### src/dblc_pkg.sv
// package: register map, reset values and timing constants of the display backlight and contrast control
package dblc_pkg;
    // ------------------------------------------------------------
    // register offsets (register index on the parameter port)
    // ------------------------------------------------------------
    localparam logic [9:0]  ADDR_CONTRAST   = 10'h023;
    localparam logic [9:0]  ADDR_OPER_LEVEL = 10'h024;
    localparam logic [9:0]  ADDR_TIMEOUT    = 10'h2EA;
    localparam logic [9:0]  ADDR_STBY_LEVEL = 10'h2EB;
    // ------------------------------------------------------------
    // reset values and setting ranges
    // ------------------------------------------------------------
    localparam logic [15:0] RST_CONTRAST    = 16'h0005;
    localparam logic [15:0] RST_OPER_LEVEL  = 16'h0006;
    localparam logic [15:0] RST_TIMEOUT     = 16'h0384;
    localparam logic [15:0] RST_STBY_LEVEL  = 16'h0000;
    localparam logic [15:0] LEVEL_MAX       = 16'h0009;
    localparam logic [15:0] TIMEOUT_MIN     = 16'h003C;
    localparam logic [15:0] TIMEOUT_MAX     = 16'h270F;
    localparam logic [3:0]  LEVEL_MIN4      = 4'h0;
    localparam logic [3:0]  LEVEL_MAX4      = 4'h9;
    // ------------------------------------------------------------
    // pwm frame and identify flash timing
    // ------------------------------------------------------------
    localparam logic [3:0]  PWM_LAST        = 4'h8;
    localparam int          FLASH_HALF_MS   = 500;
    localparam int          CLK_HZ          = 25000000;
    localparam int          FLASH_HALF_CYC  = (CLK_HZ / 1000) * FLASH_HALF_MS;
    // ------------------------------------------------------------
    // backlight mode
    // ------------------------------------------------------------
    typedef enum logic [1:0] {MODE_OPER, MODE_STBY, MODE_IDENT} dblc_mode_e;
endpackage : dblc_pkg

### src/dblc_ctrl.sv
// module: display contrast and two-level backlight controller with identify flash
// ------------------------------------------------------------
// Summary of operation
// - contrast register accepts 0 to 9 and drives the contrast output
// - contrast 0 gives lightest characters, 9 darkest, graded between
// - contrast register resets to five
// - both backlight levels are writable from 0 to 9 in unit steps
// - button press or restart selects operating brightness
// - full timeout without presses selects standby brightness
// - buttons one to three restore operating brightness and restart the period
// - timeout accepts 60 to 9999 seconds, resets to 900
// - operating brightness from its own register, reset six
// - standby brightness from its own register, reset zero
// - brightness 0 minimum, 9 maximum, monotone between
// - identify request flashes backlight between maximum and minimum
// ------------------------------------------------------------
`timescale 1ns/100ps
module dblc_ctrl #(
    parameter int FLASH_HALF = dblc_pkg::FLASH_HALF_CYC
) (
    input  wire logic        clock,
    input  wire logic        rst,
    input  wire logic        ce,
    input  wire logic        sec_tick,
    input  wire logic [2:0]  button,
    input  wire logic        identify,
    input  wire logic        reg_wr,
    input  wire logic [9:0]  reg_addr,
    input  wire logic [15:0] reg_wdata,
    output logic [15:0]      reg_rdata,
    output logic             contrast_pwm,
    output logic             backlight_pwm,
    output logic [3:0]       backlight_level,
    output logic             standby_active
);
    // ------------------------------------------------------------
    // input synchronisers for pins
    // ------------------------------------------------------------
    logic [2:0] btn_s1, btn_s2, btn_s3;
    logic       id_s1, id_s2;

    always_ff @(posedge clock) begin
        if (rst) begin
            btn_s1 <= 3'h0;
            btn_s2 <= 3'h0;
            btn_s3 <= 3'h0;
            id_s1  <= 1'b0;
            id_s2  <= 1'b0;
        end else if (ce) begin
            btn_s1 <= button;
            btn_s2 <= btn_s1;
            btn_s3 <= btn_s2;
            id_s1  <= identify;
            id_s2  <= id_s1;
        end
    end

    // rising edge of any button restarts the period; a held button does not
    wire press = |(btn_s2 & ~btn_s3);

    // ------------------------------------------------------------
    // configuration registers
    // ------------------------------------------------------------
    logic [15:0] contrast, oper_level, timeout, stby_level;

    function automatic logic level_ok(input logic [15:0] v);
        level_ok = (v <= dblc_pkg::LEVEL_MAX);
    endfunction

    wire wr_con  = reg_wr && (reg_addr == dblc_pkg::ADDR_CONTRAST)   && level_ok(reg_wdata);
    wire wr_oper = reg_wr && (reg_addr == dblc_pkg::ADDR_OPER_LEVEL) && level_ok(reg_wdata);
    wire wr_stby = reg_wr && (reg_addr == dblc_pkg::ADDR_STBY_LEVEL) && level_ok(reg_wdata);
    wire wr_tmo  = reg_wr && (reg_addr == dblc_pkg::ADDR_TIMEOUT)
                   && (reg_wdata >= dblc_pkg::TIMEOUT_MIN) && (reg_wdata <= dblc_pkg::TIMEOUT_MAX);

    // out-of-range writes are ignored, so the stored value always stays legal
    always_ff @(posedge clock) begin
        if (rst) begin
            contrast   <= dblc_pkg::RST_CONTRAST;
            oper_level <= dblc_pkg::RST_OPER_LEVEL;
            timeout    <= dblc_pkg::RST_TIMEOUT;
            stby_level <= dblc_pkg::RST_STBY_LEVEL;
        end else if (ce) begin
            if (wr_con)
                contrast <= reg_wdata;
            if (wr_oper)
                oper_level <= reg_wdata;
            if (wr_stby)
                stby_level <= reg_wdata;
            if (wr_tmo)
                timeout <= reg_wdata;
        end
    end

    wire [15:0] next_rdata = (reg_addr == dblc_pkg::ADDR_CONTRAST)   ? contrast   :
                             (reg_addr == dblc_pkg::ADDR_OPER_LEVEL) ? oper_level :
                             (reg_addr == dblc_pkg::ADDR_TIMEOUT)    ? timeout    :
                             (reg_addr == dblc_pkg::ADDR_STBY_LEVEL) ? stby_level : 16'h0000;

    always_ff @(posedge clock) begin
        if (rst)
            reg_rdata <= 16'h0000;
        else if (ce)
            reg_rdata <= next_rdata;
    end

    // ------------------------------------------------------------
    // inactivity timer and mode
    // ------------------------------------------------------------
    logic [15:0]      idle_sec;
    dblc_pkg::dblc_mode_e mode;
    logic             stby;
    wire              expire = sec_tick && !stby && (idle_sec + 16'h0001 >= timeout);

    always_ff @(posedge clock) begin
        if (rst) begin
            idle_sec <= 16'h0000;
            stby     <= 1'b0;
        end else if (ce) begin
            if (press) begin
                idle_sec <= 16'h0000;
                stby     <= 1'b0;
            end else if (expire) begin
                stby     <= 1'b1;
            end else if (sec_tick && !stby) begin
                idle_sec <= idle_sec + 16'h0001;
            end
        end
    end

    // ------------------------------------------------------------
    // identify flash timer
    // ------------------------------------------------------------
    logic [24:0] flash_cnt;
    logic        flash_hi;
    wire         flash_wrap = (flash_cnt == 25'(FLASH_HALF - 1));

    always_ff @(posedge clock) begin
        if (rst) begin
            flash_cnt <= 25'h0000000;
            flash_hi  <= 1'b1;
        end else if (ce) begin
            if (!id_s2) begin
                flash_cnt <= 25'h0000000;
                flash_hi  <= 1'b1;
            end else if (flash_wrap) begin
                flash_cnt <= 25'h0000000;
                flash_hi  <= !flash_hi;
            end else begin
                flash_cnt <= flash_cnt + 25'h0000001;
            end
        end
    end

    assign mode = id_s2 ? dblc_pkg::MODE_IDENT : (stby ? dblc_pkg::MODE_STBY : dblc_pkg::MODE_OPER);

    logic [3:0] sel_level;
    always_comb begin
        unique case (mode)
            dblc_pkg::MODE_OPER:  sel_level = oper_level[3:0];
            dblc_pkg::MODE_STBY:  sel_level = stby_level[3:0];
            dblc_pkg::MODE_IDENT: sel_level = flash_hi ? dblc_pkg::LEVEL_MAX4 : dblc_pkg::LEVEL_MIN4;
            default:              sel_level = oper_level[3:0];
        endcase
    end

    always_ff @(posedge clock) begin
        if (rst) begin
            backlight_level <= dblc_pkg::RST_OPER_LEVEL[3:0];
            standby_active  <= 1'b0;
        end else if (ce) begin
            backlight_level <= sel_level;
            standby_active  <= stby;
        end
    end

    // ------------------------------------------------------------
    // drive generators
    // ------------------------------------------------------------
    dblc_pwm u_contrast (
        .clock (clock),
        .rst   (rst),
        .ce    (ce),
        .level (contrast[3:0]),
        .pwm   (contrast_pwm)
    );

    dblc_pwm u_backlight (
        .clock (clock),
        .rst   (rst),
        .ce    (ce),
        .level (backlight_level),
        .pwm   (backlight_pwm)
    );

    // ------------------------------------------------------------
    // checks
    // ------------------------------------------------------------
    a_contrast_range: assert property (@(posedge clock) disable iff (rst)
        contrast <= dblc_pkg::LEVEL_MAX)
        else $error("contrast out of range");
    // reset checks look one edge on, so the first clock of the run never sees unset state
    a_contrast_reset: assert property (@(posedge clock)
        rst |=> contrast == dblc_pkg::RST_CONTRAST)
        else $error("contrast reset wrong");
    a_levels_range: assert property (@(posedge clock) disable iff (rst)
        oper_level <= dblc_pkg::LEVEL_MAX && stby_level <= dblc_pkg::LEVEL_MAX)
        else $error("level out of range");
    a_press_wakes: assert property (@(posedge clock) disable iff (rst)
        ce && press |=> !stby && idle_sec == 16'h0000)
        else $error("press did not wake");
    a_restart_oper: assert property (@(posedge clock)
        rst |=> !stby && idle_sec == 16'h0000)
        else $error("restart not operating");
    a_expire_stby: assert property (@(posedge clock) disable iff (rst)
        ce && expire && !press |=> stby)
        else $error("timeout not taken");
    a_idle_hold: assert property (@(posedge clock) disable iff (rst)
        ce && !press && !sec_tick |=> idle_sec == $past(idle_sec))
        else $error("idle count moved without tick");
    a_ce_freeze: assert property (@(posedge clock) disable iff (rst)
        !ce |=> $stable(idle_sec) && $stable(stby) && $stable(backlight_level))
        else $error("state moved with enable low");
    a_timeout_range: assert property (@(posedge clock) disable iff (rst)
        timeout >= dblc_pkg::TIMEOUT_MIN && timeout <= dblc_pkg::TIMEOUT_MAX)
        else $error("timeout out of range");
    a_oper_select: assert property (@(posedge clock) disable iff (rst)
        ce && !id_s2 && !stby |=> backlight_level == $past(oper_level[3:0]))
        else $error("operating level not used");
    a_stby_select: assert property (@(posedge clock) disable iff (rst)
        ce && !id_s2 && stby |=> backlight_level == $past(stby_level[3:0]))
        else $error("standby level not used");
    a_ident_first: assert property (@(posedge clock) disable iff (rst)
        ce && id_s2 && !$past(id_s2) |=> backlight_level == dblc_pkg::LEVEL_MAX4)
        else $error("identify did not start bright");
    a_ident_flash: assert property (@(posedge clock) disable iff (rst)
        ce && id_s2 |=> backlight_level == dblc_pkg::LEVEL_MAX4 || backlight_level == dblc_pkg::LEVEL_MIN4)
        else $error("identify level wrong");
    a_flash_toggle: assert property (@(posedge clock) disable iff (rst)
        ce && id_s2 && flash_wrap |=> flash_hi != $past(flash_hi))
        else $error("flash did not toggle");
endmodule // dblc_ctrl

### src/dblc_pwm.sv
// module: ten-level pwm generator used for contrast and backlight drive
`timescale 1ns/100ps
module dblc_pwm (
    input  wire logic       clock,
    input  wire logic       rst,
    input  wire logic       ce,
    input  wire logic [3:0] level,
    output logic            pwm
);
    logic [3:0] phase;
    wire        wrap = (phase == dblc_pkg::PWM_LAST);

    always_ff @(posedge clock) begin
        if (rst) begin
            phase <= 4'h0;
            pwm   <= 1'b0;
        end else if (ce) begin
            phase <= wrap ? 4'h0 : phase + 4'h1;
            // duty is level/9: 0 fully off, 9 fully on, monotone between
            pwm   <= (phase < level);
        end
    end
endmodule // dblc_pwm

### config.mk
export PLATFORM = sky130hd
export DESIGN_NAME = dblc_ctrl
export DESIGN_NICKNAME = d
export VERILOG_FILES = /design/src/dblc_pkg.sv /design/src/dblc_ctrl.sv /design/src/dblc_pwm.sv
export SDC_FILE = /design/constraint.sdc
export NUM_CORES = 1
export LEC_CHECK = 0
export BUFFER_PORTS_ARGS = -buffer_cell sky130_fd_sc_hd__buf_4
export CAP_MARGIN = 20
export CORE_MARGIN = 10
export CORE_UTILIZATION = 54
export DETAILED_ROUTE_END_ITERATION = 8
export PLACE_DENSITY = 0.73
export SYNTH_ARGS = -nofsm -noshare
export SYNTH_HDL_FRONTEND = slang
export SYNTH_SLANG_ARGS = --single-unit
### constraint.sdc
create_clock -name clock -period 5.5 [get_ports clock]
set_input_delay 0.55 -clock clock [delete_from_list [all_inputs] [get_ports clock]]
set_output_delay 0.55 -clock clock [all_outputs]
set_load 0.02 [all_outputs]
==> results.md <==
### Logic synthesis
• 0 — total of warnings raised by yosys
• sky130_fd_sc_hd__dfxtp_1 — library cell with the largest summed area after synthesis
• 0.00684 sq mm — total standard cell area after synthesis
• sky130_fd_sc_hd__dfxtp_1 44%, sky130_fd_sc_hd__nor2_1 5.8%, sky130_fd_sc_hd__mux2i_1 5.7%, sky130_fd_sc_hd__ha_1 5.1%, sky130_fd_sc_hd__and2_1 3.7% — largest cells by area after synthesis
• 149 — post-synthesis register bit count
• 52 — library cells used by synthesis
• 0 — count of flip-flops with a built-in enable after synthesis
• 753 — synthesized instance count
• sky130_fd_sc_hd__dfxtp_1 — flip-flop cell with the highest count after synthesis
• 9.09 sq um — synthesized area per cell
• 816 — number of nets in the synthesized netlist
• 43.6% — share of the yosys chip area belonging to registers
• 43.6% — top-area cell type share of the netlist area
• 0% — proportion of register bits with asynchronous set or reset after synthesis

### Clock tree
• 2 — number of buffers between clock root and the deepest sink
• 0.41 ns — clock latency reported for the late side of the worst-skew pair
• 0 — quantity of hold-fixing buffers added after cts
• sky130_fd_sc_hd__clkbuf_16 — clock root buffer
• 0 — number of gates resized after cts
• 4 — H-tree depth
• 149 — CTS sink count
• 0.06 ns — clock transition at the registers of the reported paths
• yes — clock tree from TritonCTS
• 0 — number of buffers inserted to repair setup after CTS
• 17 — number of buffers added by the clock tree synthesis step

### Route
• 5.76 — drt via density
• 5 — router iterations before antenna repair
• 5635 — Vias
• 0 — number of nets with antenna violations after detailed routing
• 16.7 um — wire per inst
• 0 — detailed-route DRC error count
• 376 — number of violations reported at the end of detailed-routing iteration 0
• 16400 um — total routed wirelength

### Final layout
• 0.00298 sq mm — total area of sequential cells
• sky130_fd_sc_hd__dfxtp_1 — leading cell type in the layout, fill and taps excluded
• 0.00793 sq mm — Final Cell Area
• 0.00358 sq mm — area occupied by multi-input gates
• 13.3% — layout cell share with drive strength beyond 1
• 0 — n_diodes
• 63.4% — share of the core filled with cells
• 15.9% — Area growth, synth to finish
• 859 — Net count, final
• 149 x sky130_fd_sc_hd__dfxtp_1, 106 x sky130_fd_sc_hd__nor2_1, 61 x sky130_fd_sc_hd__buf_4 — top library cells by usage in the layout, fill and taps aside
• 979 — Layout Cells excl Fill
• 1097 — number of filler instances in the final layout

### Worst setup path
• 16 — critical path fanouts, max
• idle_sec[14] — worst r2r dst
• register — type of element capturing the critical path
• register to register — category of the most critical setup path
• 5.86 ns — data required time of the worst path
• idle_sec[2] — source of the worst register-to-register timing path
• register — startpoint type of the worst setup path
• 3.95 ns — arrival time reported for the critical path endpoint
• idle_sec[2] — origin of the worst setup path
• 12 — reg2reg path depth
• idle_sec[14] — endpoint of the most critical setup path
• 1.90 ns — reg-to-reg slack, setup

### Timing
• 0 — Final Max Tran Viols
• 278 MHz — top achievable clock speed
• 1.04 ns — slew of the pin with the lowest slew margin
• 3.60 ns — fin crit period
• 0.00765 ns — Worst Clk Skew
• 65.4% — final worst-path cycle share
• 0 — Setup violations, final
• false — RSZ-0062 raised after global routing
• 30.8% — Worst slew margin
• 0 — number of failing hold endpoints at the final stage
• 0 ns — setup tns final

### Placed design
• 0.00734 sq mm — Area after DPL
• 57 — number of port buffers
• 945 — DP Cell Count
• 11500 um — hpwl dp
• 0.850 — RePlAce Congestion

### Pwr
• 0.000236 V — peak supply drop
• 22.0% — net switching fraction of the power
• 5.1% — fraction of power consumed by combinational cells
• 2.31 mW — total design power
• 47.4% — fraction of power consumed by the clock network
• 3.13 nW — Lkg Pwr
• 1.80 mW — cell internal power dissipation
• 0.509 mW — net switching power of the design
• 47.5% — Flop pwr share
• 292 mW/mm^2 — Cell Pwr Density

### Job
• 0 — max-cap viol count

### Floorplanning
• 133 um — DIE HEIGHT
• 58 — boundary pin count
• 0.0176 sq mm — area enclosed by the die boundary
• 133 um — die width
• 41 — Rows
• 54.7% — starting utilization of the core area
• 0.0125 sq mm — CORE AREA

### Run status
• finished, final reports clean — status

### Global routing
• 0 — initial antenna violation count
• 18.7% — GR Util All Layers
• 53 — maximum number of pins on one net before global-route repair
• 0 — grt ovf
• 27400 um — first-pass GRT wire length
• 5596 — number of global-route vias before repair

### Worst hold path
• input pin to register — type of the worst min-delay path

cell usage after synthesis, types with 18 or more instances:
cell type	instances
sky130_fd_sc_hd__nor2_1	106
sky130_fd_sc_hd__clkbuf_1	28
sky130_fd_sc_hd__ha_1	28
sky130_fd_sc_hd__inv_1	31
sky130_fd_sc_hd__mux2i_1	39
sky130_fd_sc_hd__a21oi_1	32
sky130_fd_sc_hd__and2_1	40
sky130_fd_sc_hd__dfxtp_1	149
sky130_fd_sc_hd__xnor2_1	22
sky130_fd_sc_hd__a221o_1	23
sky130_fd_sc_hd__nand2_1	52
sky130_fd_sc_hd__nand3_1	18
layer usage:
layer	wire length, um	global-route usage, %	share of wire [%]
met2	8070	31.4	49
met1	7130	22.1	44
met4	354	7.58	2.2
met3	828	5.11	5.1
met5	0	0	0
metrics by stage:
step                      hold WS (ns)  setup slack [ns]
after floorplan                  0.430              2.17
after global placement           0.442              1.96
after detailed placement         0.444              1.88
after CTS                        0.356              1.91
after global routing             0.373              1.67
final                            0.372              1.90
critical path: stages (launching register included):
cell and delay [ns]:
sky130_fd_sc_hd__dfxtp_1 0.43, sky130_fd_sc_hd__and3_1 0.24, sky130_fd_sc_hd__and3_1 0.19, sky130_fd_sc_hd__and3_1 0.21, sky130_fd_sc_hd__nand3_1 0.11, sky130_fd_sc_hd__xnor2_1 0.17, sky130_fd_sc_hd__ha_1 0.31, sky130_fd_sc_hd__nand4_1 0.14
sky130_fd_sc_hd__or3_1 0.43, sky130_fd_sc_hd__or4_4 0.56, sky130_fd_sc_hd__nand3_4 0.18, sky130_fd_sc_hd__o21a_2 0.36, sky130_fd_sc_hd__a221o_1 0.20
cell families after synthesis:
| logic type | Yosys count | share of synthesized area (%) |
|---|---|---|
| AO/OA/AOI/OAI | 127 | 13.9 |
| XOR/XNOR | 38 | 4.86 |
| adder cells (fa/ha/maj) | 28 | 5.12 |
| buffers and inverters | 70 | 4.15 |
| flip-flops | 149 | 43.6 |
| multiplexers | 42 | 6.20 |
| AND/OR/NAND/NOR | 299 | 22.2 |
final cells by class:
class                      count  share of cell area, %
inverter                      31                   1.47
sequential                   149                   37.6
clock inverter                11                   1.40
timing repair buffer          63                   6.06
tap                          172                   2.71
multi-input combinational    534                   45.2
clock buffer                  19                   5.59
worst min-delay path by stage:
stage / from / end / slack (ns) / cells after the start
after floorplan: contrast[10] / contrast[10] / 0.43 / 1
after global placement: contrast[8] / contrast[8] / 0.44 / 1
after detailed placement: contrast[6] / contrast[6] / 0.44 / 1
after CTS: button[2] / btn_s1[2] / 0.36 / 3
after global routing: button[0] / btn_s1[0] / 0.37 / 3
final: button[2] / btn_s1[2] / 0.37 / 3
state kept, by name (all words and copies together), names as in the netlist, 3 cells and up:
signal             count
stby_level            16
contrast              16
backlight_level        4
reg_rdata             16
flash_cnt             25
u_backlight.phase      4
btn_s2                 3
oper_level            16
idle_sec              16
u_contrast.phase       4
btn_s1                 3
timeout               16
btn_s3                 3
power groups by stage:
stage | clock (mW) | combinational (mW) | sequential (mW)
final | 1.10 | 0.119 | 1.10
after global routing | 1.16 | 0.132 | 1.10
after CTS | 1.11 | 0.116 | 1.10
after detailed placement | 0 | 0.116 | 1.12
after global placement | 0 | 0.111 | 1.12
after floorplan | 0 | 0.0691 | 1.12
No activity file was read; power rests on OpenSTA's default activity.
